<file path="config.mk">
export PLATFORM = sky130hd
export DESIGN_NAME = gdl_top
export DESIGN_NICKNAME = d
export VERILOG_FILES = /design/src/pkg/gdl_pkg.sv /design/src/rtl/gdl_idrive_decode.sv /design/src/rtl/gdl_top.sv
export VERILOG_INCLUDE_DIRS = /design/src /design/src/pkg
export SDC_FILE = /design/constraint.sdc
export NUM_CORES = 1
export LEC_CHECK = 0
export BUFFER_PORTS_ARGS = -buffer_cell sky130_fd_sc_hd__buf_2
export CORE_ASPECT_RATIO = 0.6
export CORE_MARGIN = 10
export CORE_UTILIZATION = 51
export CTS_CLUSTER_DIAMETER = 60
export DETAILED_ROUTE_END_ITERATION = 12
export PLACE_DENSITY = 0.9
export SYNTH_ARGS = -nofsm -noshare
export SYNTH_HDL_FRONTEND = slang
export SYNTH_SLANG_ARGS = --single-unit
</file>
<file path="constraint.sdc">
create_clock -name clock -period 2.01 [get_ports clock]
set_input_delay 0.3015 -clock clock [delete_from_list [all_inputs] [get_ports clock]]
set_output_delay 0.3015 -clock clock [all_outputs]
set_load 0.03 [all_outputs]
</file>
<file path="src/pkg/gdl_regs.svh">
`ifndef GDL_REGS_SVH
`define GDL_REGS_SVH

`define GDL_ADDR_W          4
`define GDL_DATA_W          16
`define GDL_REG_W           11

`define GDL_ADDR_FAULT      4'h0
`define GDL_ADDR_DRV_CTRL   4'h2
`define GDL_ADDR_HS_DRIVE   4'h3
`define GDL_ADDR_LOCK_STAT  4'h7

`define GDL_LOCK_CODE       3'h6
`define GDL_UNLOCK_CODE     3'h3

`define GDL_LOCK_MSB        10
`define GDL_LOCK_LSB        8
`define GDL_SRC_MSB         7
`define GDL_SRC_LSB         4
`define GDL_SINK_MSB        3
`define GDL_SINK_LSB        0
`define GDL_LOCKED_WRITE_MSB 2
`define GDL_CLR_BIT         0
`define GDL_BRAKE_BIT       1
`define GDL_COAST_BIT       2

`define GDL_HS_RESET        11'h3ff
`define GDL_DRV_RESET       11'h000

`define GDL_STAT_LOCKED_BIT  0
`define GDL_STAT_IGNORED_BIT 1

`define GDL_MA_W            12

`endif

</file>
<file path="src/pkg/gdl_pkg.sv">
`include "gdl_regs.svh"

package gdl_pkg;

   typedef enum logic
   {
      gdl_unlocked,
      gdl_locked
   } gdl_lock_state_t;

   typedef struct packed
   {
      logic [2:0] lock;
      logic [3:0] hs_source_current_code;
      logic [3:0] hs_sink_current_field;
   } gdl_hs_t;

   typedef struct packed
   {
      logic       ocp_all_bridges;
      logic       dis_gate_uv;
      logic       dis_gate_fault;
      logic       otw_report;
      logic [1:0] pwm_mode;
      logic       one_pwm_async;
      logic       one_pwm_dir;
      logic       coast;
      logic       brake;
      logic       fault_clear_bit;
   } gdl_drv_t;

   typedef struct packed
   {
      logic                    wr;
      logic                    rd;
      logic [`GDL_ADDR_W-1:0]  addr;
      logic [`GDL_DATA_W-1:0]  wdata;
   } gdl_bus_req_t;

endpackage : gdl_pkg

</file>
<file path="src/rtl/gdl_idrive_decode.sv">
`timescale 1ns/1ns
`default_nettype none
`include "gdl_regs.svh"

module gdl_idrive_decode
   import gdl_pkg::*;
(
   input  wire logic                  clock,
   input  wire logic                  rst,
   input  wire logic [3:0]            hs_source_current_code,
   input  wire logic [3:0]            hs_sink_current_code,
   output var  logic [`GDL_MA_W-1:0]  source_ma,
   output var  logic [`GDL_MA_W-1:0]  sink_ma
);

   function automatic logic [`GDL_MA_W-1:0] gdl_source_ma(input logic [3:0] code);
      unique case (code)
         4'h0, 4'h1: gdl_source_ma = 12'd50;
         4'h2:       gdl_source_ma = 12'd100;
         4'h3:       gdl_source_ma = 12'd150;
         4'h4:       gdl_source_ma = 12'd300;
         4'h5:       gdl_source_ma = 12'd350;
         4'h6:       gdl_source_ma = 12'd400;
         4'h7:       gdl_source_ma = 12'd450;
         4'h8:       gdl_source_ma = 12'd550;
         4'h9:       gdl_source_ma = 12'd600;
         4'ha:       gdl_source_ma = 12'd650;
         4'hb:       gdl_source_ma = 12'd700;
         4'hc:       gdl_source_ma = 12'd850;
         4'hd:       gdl_source_ma = 12'd900;
         4'he:       gdl_source_ma = 12'd950;
         4'hf:       gdl_source_ma = 12'd1000;
      endcase
   endfunction : gdl_source_ma

   // Sink steps are twice the source steps from 0010b upward
   function automatic logic [`GDL_MA_W-1:0] gdl_sink_ma(input logic [3:0] code);
      unique case (code)
         4'h0, 4'h1: gdl_sink_ma = 12'd100;
         4'h2:       gdl_sink_ma = 12'd200;
         4'h3:       gdl_sink_ma = 12'd300;
         4'h4:       gdl_sink_ma = 12'd600;
         4'h5:       gdl_sink_ma = 12'd700;
         4'h6:       gdl_sink_ma = 12'd800;
         4'h7:       gdl_sink_ma = 12'd900;
         4'h8:       gdl_sink_ma = 12'd1100;
         4'h9:       gdl_sink_ma = 12'd1200;
         4'ha:       gdl_sink_ma = 12'd1300;
         4'hb:       gdl_sink_ma = 12'd1400;
         4'hc:       gdl_sink_ma = 12'd1700;
         4'hd:       gdl_sink_ma = 12'd1800;
         4'he:       gdl_sink_ma = 12'd1900;
         4'hf:       gdl_sink_ma = 12'd2000;
      endcase
   endfunction : gdl_sink_ma

   logic [`GDL_MA_W-1:0] next_source_ma;
   logic [`GDL_MA_W-1:0] next_sink_ma;

   always_comb
   begin
      next_source_ma = gdl_source_ma(hs_source_current_code);
      next_sink_ma   = gdl_sink_ma(hs_sink_current_code);
   end

   always_ff @(posedge clock)
   begin
      if (rst)
      begin
         source_ma <= 12'd1000;
         sink_ma   <= 12'd2000;
      end
      else
      begin
         source_ma <= next_source_ma;
         sink_ma   <= next_sink_ma;
      end
   end

endmodule : gdl_idrive_decode

`default_nettype wire

</file>
<file path="src/rtl/gdl_top.sv">
// Our own choices: the plain strobed port and the placing of the registers.
`timescale 1ns/1ns
`default_nettype none
`include "gdl_regs.svh"

module gdl_top
   import gdl_pkg::*;
#(
   parameter int FAULT_W = 11
)
(
   input  wire logic                    clock,
   input  wire logic                    rst,
   input  wire logic [`GDL_ADDR_W-1:0]  addr,
   input  wire logic [`GDL_DATA_W-1:0]  wr_data,
   input  wire logic                    wr_strobe,
   input  wire logic                    rd_strobe,
   output var  logic [`GDL_DATA_W-1:0]  rd_data,
   input  wire logic [FAULT_W-1:0]      fault_event,
   output var  logic [FAULT_W-1:0]      latched_faults,
   output var  logic                    fault_clear_pulse,
   output var  gdl_hs_t                 hs_cfg,
   output var  gdl_drv_t                drv_cfg,
   output var  logic                    locked,
   output var  logic [`GDL_MA_W-1:0]    source_ma,
   output var  logic [`GDL_MA_W-1:0]    sink_ma
);

   initial
   begin
      if (FAULT_W < 1 || FAULT_W > `GDL_DATA_W)
      begin
         $error("FAULT_W must lie between 1 and the data width");
      end
      // Refuse register types that the padded read path cannot carry
      if ($bits(gdl_hs_t) != `GDL_REG_W || $bits(gdl_drv_t) != `GDL_REG_W)
      begin
         $error("Register structs must match the register width");
      end
   end

   gdl_bus_req_t req;

   always_comb
   begin
      req.wr    = wr_strobe;
      req.rd    = rd_strobe;
      req.addr  = addr;
      req.wdata = wr_data;
   end

   // Fault inputs arrive from analog comparators, so they are synchronised first
   logic [FAULT_W-1:0] fault_meta;
   logic [FAULT_W-1:0] fault_sync;
   logic [FAULT_W-1:0] next_fault_meta;
   logic [FAULT_W-1:0] next_fault_sync;

   always_comb
   begin
      next_fault_meta = fault_event;
      next_fault_sync = fault_meta;
   end

   always_ff @(posedge clock)
   begin
      if (rst)
      begin
         fault_meta <= '0;
         fault_sync <= '0;
      end
      else
      begin
         fault_meta <= next_fault_meta;
         fault_sync <= next_fault_sync;
      end
   end

   function automatic logic gdl_hit(input gdl_bus_req_t r, input logic [`GDL_ADDR_W-1:0] a);
      gdl_hit = r.wr && (r.addr == a);
   endfunction : gdl_hit

   function automatic logic [`GDL_DATA_W-1:0] gdl_pad(input logic [`GDL_REG_W-1:0] v);
      gdl_pad = {{(`GDL_DATA_W-`GDL_REG_W){1'b0}}, v};
   endfunction : gdl_pad

   // Lock state, configuration fields and ignored-write flag
   gdl_lock_state_t    lock_state;
   gdl_lock_state_t    next_lock_state;
   gdl_hs_t            next_hs_cfg;
   gdl_drv_t           next_drv_cfg;
   logic               write_ignored;
   logic               next_write_ignored;
   logic [FAULT_W-1:0] next_latched_faults;
   logic [2:0]         lock_wr;
   logic               wr_drv;
   logic               wr_hs;
   logic               wr_stat;
   logic               clear_req;
   logic               ignore_now;

   always_comb
   begin
      wr_drv     = gdl_hit(req, `GDL_ADDR_DRV_CTRL);
      wr_hs      = gdl_hit(req, `GDL_ADDR_HS_DRIVE);
      wr_stat    = gdl_hit(req, `GDL_ADDR_LOCK_STAT);
      lock_wr    = req.wdata[`GDL_LOCK_MSB:`GDL_LOCK_LSB];
      clear_req  = wr_drv && req.wdata[`GDL_CLR_BIT];
      ignore_now = 1'b0;

      next_lock_state = lock_state;
      next_hs_cfg     = hs_cfg;
      next_drv_cfg    = drv_cfg;
      // Self-clearing: high for exactly one cycle after the write
      next_drv_cfg.fault_clear_bit = clear_req;

      if (wr_drv)
      begin
         unique case (lock_state)
            gdl_unlocked:
            begin
               next_drv_cfg = gdl_drv_t'(req.wdata[`GDL_REG_W-1:0]);
               next_drv_cfg.fault_clear_bit = clear_req;
            end
            gdl_locked:
            begin
               // Fault clear, brake and coast stay writable for emergency stops
               next_drv_cfg.coast           = req.wdata[`GDL_COAST_BIT];
               next_drv_cfg.brake           = req.wdata[`GDL_BRAKE_BIT];
               next_drv_cfg.fault_clear_bit = clear_req;
               // Only frozen bits count, so rewriting the stored value is not flagged
               ignore_now = (req.wdata[`GDL_REG_W-1:`GDL_LOCKED_WRITE_MSB+1]
                             != drv_cfg[`GDL_REG_W-1:`GDL_LOCKED_WRITE_MSB+1]);
            end
         endcase
      end

      if (wr_hs)
      begin
         unique case (lock_state)
            gdl_unlocked:
            begin
               // Fields of the locking write itself still land
               next_hs_cfg.hs_source_current_code =
                  req.wdata[`GDL_SRC_MSB:`GDL_SRC_LSB];
               next_hs_cfg.hs_sink_current_field =
                  req.wdata[`GDL_SINK_MSB:`GDL_SINK_LSB];
               if (lock_wr == `GDL_LOCK_CODE)
               begin
                  next_lock_state = gdl_locked;
               end
               else
               begin
                  next_lock_state = gdl_unlocked;
               end
            end
            gdl_locked:
            begin
               if (lock_wr == `GDL_UNLOCK_CODE)
               begin
                  next_lock_state = gdl_unlocked;
               end
               else
               begin
                  next_lock_state = gdl_locked;
               end
               ignore_now = (req.wdata[`GDL_SRC_MSB:`GDL_SINK_LSB]
                             != {hs_cfg.hs_source_current_code,
                                 hs_cfg.hs_sink_current_field});
            end
         endcase
      end

      next_hs_cfg.lock = (next_lock_state == gdl_locked) ?
                         `GDL_LOCK_CODE : `GDL_UNLOCK_CODE;
   end

   always_ff @(posedge clock)
   begin
      if (rst)
      begin
         lock_state     <= gdl_unlocked;
         hs_cfg         <= gdl_hs_t'(`GDL_HS_RESET);
         drv_cfg        <= gdl_drv_t'(`GDL_DRV_RESET);
      end
      else
      begin
         lock_state     <= next_lock_state;
         hs_cfg         <= next_hs_cfg;
         drv_cfg        <= next_drv_cfg;
      end
   end

   // A new discarded write wins over a clear in the same cycle
   always_comb
   begin
      next_write_ignored = write_ignored;
      if (wr_stat && req.wdata[`GDL_STAT_IGNORED_BIT])
      begin
         next_write_ignored = 1'b0;
      end
      if (ignore_now)
      begin
         next_write_ignored = 1'b1;
      end
   end

   always_ff @(posedge clock)
   begin
      if (rst)
      begin
         write_ignored <= 1'b0;
      end
      else
      begin
         write_ignored <= next_write_ignored;
      end
   end

   // Faults present during the clear re-latch at once
   always_comb
   begin
      next_latched_faults = latched_faults | fault_sync;
      if (clear_req)
      begin
         next_latched_faults = fault_sync;
      end
   end

   always_ff @(posedge clock)
   begin
      if (rst)
      begin
         latched_faults <= '0;
      end
      else
      begin
         latched_faults <= next_latched_faults;
      end
   end

   always_comb
   begin
      locked            = (lock_state == gdl_locked);
      fault_clear_pulse = drv_cfg.fault_clear_bit;
   end

   // Read path: data stands in the cycle after the strobe only
   logic [`GDL_DATA_W-1:0] next_rd_data;
   logic [`GDL_DATA_W-1:0] drv_view;

   always_comb
   begin
      drv_view    = gdl_pad(drv_cfg);
      drv_view[`GDL_CLR_BIT] = 1'b0;
      // Unmapped addresses read zero
      next_rd_data = '0;
      if (req.rd)
      begin
         if (req.addr == `GDL_ADDR_FAULT)
         begin
            next_rd_data[FAULT_W-1:0] = latched_faults;
         end
         else if (req.addr == `GDL_ADDR_DRV_CTRL)
         begin
            next_rd_data = drv_view;
         end
         else if (req.addr == `GDL_ADDR_HS_DRIVE)
         begin
            next_rd_data = gdl_pad(hs_cfg);
         end
         else if (req.addr == `GDL_ADDR_LOCK_STAT)
         begin
            next_rd_data[`GDL_STAT_LOCKED_BIT]  = locked;
            next_rd_data[`GDL_STAT_IGNORED_BIT] = write_ignored;
         end
      end
   end

   always_ff @(posedge clock)
   begin
      if (rst)
      begin
         rd_data <= '0;
      end
      else
      begin
         rd_data <= next_rd_data;
      end
   end

   // Decoded currents lag the stored codes by one cycle
   gdl_idrive_decode u_decode
   (
      .clock                  (clock),
      .rst                    (rst),
      .hs_source_current_code (hs_cfg.hs_source_current_code),
      .hs_sink_current_code   (hs_cfg.hs_sink_current_field),
      .source_ma              (source_ma),
      .sink_ma                (sink_ma)
   );

endmodule : gdl_top

`default_nettype wire

</file>
# Word-level counts from Yosys, hierarchy flattened
# Memories as Yosys holds them, arrays and structs flattened. A register that Yosys moved wholly into a read port is not among the register bits.
# Cells that the tools add are included.
# word_totals
romBits,288
out_inout_bits,75
regBits,97
mem_count,2
# memory_table
name,words,width,read_ports,rd_ports_with_merged_regs,write_ports,line_no,rtl
(no name shown),16,9,1,1,0,gdl_idrive_decode.sv:17,unique case (code)
(no name shown),16,9,1,1,0,gdl_idrive_decode.sv:38,unique case (code)
# op_classes
n_bitwise,3
n_eq_ne,7
muxes,17
n_reduce_logical,11
# op_table
op,n
11-bit two-way mux,3
8-bit inequality test,2
11-bit OR,1
1-bit two-way mux,9
9-bit two-way mux,1
"4-bit by 2-bit == test with 1-bit output, second input constant",2
1-bit logical AND,5
"4-bit by 3-bit == test with 1-bit output, second input constant",1
4-bit zero test,1
2-bit two-way mux,2
2-bit AND reduction,2
4-bit OR reduction,1
"3-bit by 2-bit == test with 1-bit output, second input constant",1
"3-bit == test, second input constant",1
3-bit two-way mux,1
1-bit inverter,2
1-bit case mux with 2 select lines,1
2-bit nonzero test,1
2-bit OR reduction,1

# Longest topological paths before layout
# depth
depth_word,6
mapped_depth,6
depth_no_buf,6

# Hierarchy
# A second synthesis with hierarchy kept.
# hier_totals
cells_unflattened,386
hier_area_um2,3667.3
# by_module_without_submodules
mod,area_each_um2,cells_per_inst,instances,seq_area_each_um2
gdl_top,2613.8,271,1,1321.3
gdl_idrive_decode,1053.5,115,1,360.3

# Worst setup path before layout
# No wires, ideal clock.
# synth_path
path_kind,register to register
from,register hs_cfg[4] in the netlist's numbering
to,register u_decode.source_ma[6]
synth_period_minus_slack_ps,1752
path_buffers,0
required_time_ps,1890
setup_slack_ps,258
setup_time_ps,120
stages_incl_launch_ff,6
arrival_time_ps,1632
cell_sequence,dfxtp_1 inv_1 ha_1 and2_1 a21oi_1 a211o_1
# synth_rtl
item,line_no,rtl
"start, declared",gdl_top.sv:22,"output var gdl_hs_t hs_cfg,"
"start signal, assigned",gdl_top.sv:182,hs_cfg <= gdl_hs_t'(`GDL_HS_RESET);
"start signal, assigned",gdl_top.sv:188,hs_cfg <= next_hs_cfg;
"end, declared",gdl_idrive_decode.sv:12,"output var logic [`GDL_MA_W-1:0] source_ma,"

==> flow_summary_export.csv <==
group,metric,value,unit
route,drt-total-wl,8986,um
critical_path,worstPathRequired,2.29,ns
critical_path,cp-end-kind,"flip-flop",
outcome,status,"finished clean",
die,fp.dieW,128.7,um
layout,final_area,4372,um^2
critical_path,timing.rr.end,"u_decode.source_ma[5]$_SDFF_PP1_",
sta,tns,0,ns
route,drt_iter0_drc,350,
layout,nets,518,
route,num_vias,2874,
critical_path,ff2ff_setup_slack,0.23,ns
yosys,synthSimpleGateAreaFrac,17.41,%
yosys,yosysWarnings,0,
global_route,grt_overflow,0,
sta,fin_crit_sh,88.48,%
clock_tree,cts.path.max_buffers,2,
die,core-area,6792,um^2
yosys,synth_ff_type,"dfxtp_1",
layout,syn_to_final_growth,20.94,%
die,dieArea,10970,um^2
sta,holdWs,0.1715,ns
yosys,synth_sequential_area_ratio,46.52,%
sta,hold_violations,0,
pwr,irDropWorstVdd,0.0004634,V
clock_tree,clkTransAtPathRegs,0.06,ns
yosys,synth_area_per_cell,9.438,um^2
sta,fin_ws,0.2316,ns
sta,slew_viol_final,0,
clock_tree,ctsHoldBuffers,0,
yosys,synth.ff_latch_count,84,
layout,n_antenna_cell,0,
die,boundaryPins,110,
critical_path,crit_path_start,"hs_cfg[4]$_SDFFE_PP1P_",
global_route,grt_pass1_vias,2853,
clock_tree,cts_tree,"built",
pwr,netSwitchingFraction,24.34,%
pwr,power_density,855.7,nW/um^2
global_route,grt_max_degree,74,
sta,setup_viol,0,
yosys,synth.distinct_cells,45,
clock_tree,cts.sinks,84,
yosys,synth_top_area_cell,"dfxtp_1",
layout,drive_gt1_share,27.60,%
placed_design,place_area,4079,um^2
sta,min_period,1.778,ns
route,wl_per_cell,16.10,um
yosys,synth-xor-area-share,4.846,%
pwr,combPwrFrac,10.0,%
route,firstDrtPassIters,4,
clock_tree,postCtsSetupBuffers,0,
clock_tree,cts.repair.resized,0,
pwr,leakagePower,1.963,nW
route,antenna_left,0,
clock_tree,cts_root_buf,"clkbuf_16",
placed_design,dp_hpwl,6669,um
placed_design,port_buffers,92,
flow_run,cap_viol_max_count,0,
die,rows,23,
critical_path,cp.arrival,2.06,ns
pwr,clockPowerShare,43.4,%
yosys,synth_top_family_by_area,"simple AND/OR/NAND/NOR gates",
sta,tightest_slew,0.7327,ns
pwr,p_seq_share,46.6,%
sta,skew,0.004380,ns
clock_tree,clk_latency,0.34,ns
critical_path,critPathKind,"flip-flop to flip-flop",
global_route,antenna_found_initial,0,
sta,rsz0062_at_grt,"false",
clock_tree,numCtsBuffers,9,
critical_path,worstPathMaxFanout,9,
critical_path,reg2reg_depth,5,
yosys,syn-cell-area,3615,um^2
global_route,grt.total_usage,16.30,%
critical_path,r2r-start,"hs_cfg[4]$_SDFFE_PP1P_",
route,detail_route.vias_per_cell,5.151,
placed_design,place_ws,0.2621,ns
die,start_util,53.22,%
sta,max_freq,0.5623,GHz
yosys,muxShareOfSynthArea,4.708,%
min_path,hold_path_class,"input port to flip-flop",
critical_path,crit_end,"u_decode.source_ma[5]$_SDFF_PP1_",
route,drc,0,
yosys,syn_inst,383,
pwr,power.internal,2.830,mW
yosys,ys_top_cells_by_area,"dfxtp_1 (47%), nor2_1 (5.8%), ha_1 (5.5%)",
yosys,synth_compound_area_share,13.81,%
yosys,yosys.area_share.adder,5.538,%
die,die_y,85.21,um
global_route,grt_pass1_wl,14370,um
sta,relSlewSlack,51.15,%
yosys,synth_edf_count,0,
clock_tree,htree_levels,3,
pwr,p_switching,910.7,uW
critical_path,critPathLaunchType,"flip-flop",
placed_design,gp_congestion,0.8570,
yosys,synth_top_area_share,46.52,%
yosys,async_flop_share,0,%
==> cell usage after synthesis (8+ instances only) <==
cell,number
dfxtp_1,84
nor2_1,56
nor2b_1,27
a21oi_1,20
clkbuf_1,17
mux2i_1,17
ha_1,16
buf_4,14
nand2_1,13
xnor2_1,12
o21ai_0,9
a211o_1,8
xor2_1,8
==> worst max-delay path, stage by stage, from the launching register on <==
cell and delay (ns):
dfxtp_1 0.54, inv_1 0.22, ha_1 0.39, and2_1 0.19, a211oi_1 0.24, a211o_1 0.14
==> routing by layer <==
layer	track usage, %	wire [um]	vias up
met1	19.39	3943	1330
met4	3.803	74	0
met2	24.72	3941	104
met5	0	0	-
li1	-	-	1434
met3	9.627	1027	6
==> final cells by class <==
class	instances	area (um^2)
Tap cell	87	108.9
Sequential cell	84	1682
Inverter	9	33.78
Clock inverter	4	50.05
Clock buffer	11	242.7
Fill cell	573	2420
Timing Repair Buffer	102	535.5
Multi-Input combinational cell	261	1719
==> power groups by stage <==
| stage | registers [mW] | logic, mW | clock network [mW] |
|---|---|---|---|
| after CTS | 1.74 | 0.372 | 1.65 |
| after floorplan | 1.84 | 0.218 | 0 |
| final | 1.74 | 0.373 | 1.62 |
| after global routing | 1.75 | 0.405 | 1.72 |
| after detailed placement | 1.78 | 0.370 | 0 |
| after global placement | 1.78 | 0.359 | 0 |
==> cell usage in the layout, fill, tap and decap left out, types with 2 or more instances in the layout <==
cell	n
buf_2	92
dfxtp_1	84
nor2_1	56
nor2b_1	27
a21oi_1	20
mux2i_1	17
ha_1	16
nand2_1	13
xnor2_1	12
conb_1	12
buf_4	10
o21ai_0	9
clkbuf_16	9
xor2_1	8
a211o_1	8
inv_1	7
nor3_1	7
a211oi_1	6
a211o_2	6
a2bb2oi_1	5
nand2b_1	4
or2_2	4
a31oi_1	3
and2_1	3
a22oi_1	2
nor4_1	2
o41ai_1	2
clkinv_1	2
a311oi_1	2
a21o_1	2
nor3_4	2
nand4_1	2
clkinvlp_4	2
==> worst min-delay path by stage <==
stage | start | endpoint | slack (ns) | cells past startpoint
final | fault_event[0] | fault_meta[0]$_SDFF_PP0_ | 0.17 | 2
after global routing | fault_event[7] | fault_meta[7]$_SDFF_PP0_ | 0.16 | 2
after CTS | fault_event[0] | fault_meta[0]$_SDFF_PP0_ | 0.16 | 2
after detailed placement | fault_meta[0]$_SDFF_PP0_ | fault_sync[0]$_SDFF_PP0_ | 0.42 | 1
after global placement | fault_sync[9]$_SDFF_PP0_ | latched_faults[9]$_SDFF_PP0_ | 0.41 | 2
after floorplan | fault_sync[0]$_SDFF_PP0_ | latched_faults[0]$_SDFF_PP0_ | 0.41 | 2
==> metrics by stage <==
step                      instances  total power [mW]  util, %
after CTS                       558             3.766    64.37
after detailed placement        543             2.150    60.06
after floorplan                 393             2.055        -
after global placement          543             2.136    60.06
after global routing            558             3.877    64.37
final                           558             3.741    64.37
==> logic make-up (layout without fill, tap and decap cells) <==
group / count (synthesis) / count (layout)
buffers and inverters: 48 / 126
other: 2 / 12
multiplexers: 17 / 17
AND/OR/NAND/NOR: 125 / 125
XOR/XNOR: 20 / 20
AO/OA/AOI/OAI: 71 / 71
flip-flops: 84 / 84
adder cells (fa/ha/maj): 16 / 16
==> state kept, by name (all words and copies together) (netlist names) <==
signal,count
rd_data,11
fault_meta,11
latched_faults,11
write_ignored,1
fault_clear_pulse,1
drv_cfg,10
u_decode.sink_ma,9
u_decode.source_ma,9
fault_sync,11
hs_cfg,10
Power figures use the tool's default switching activity.
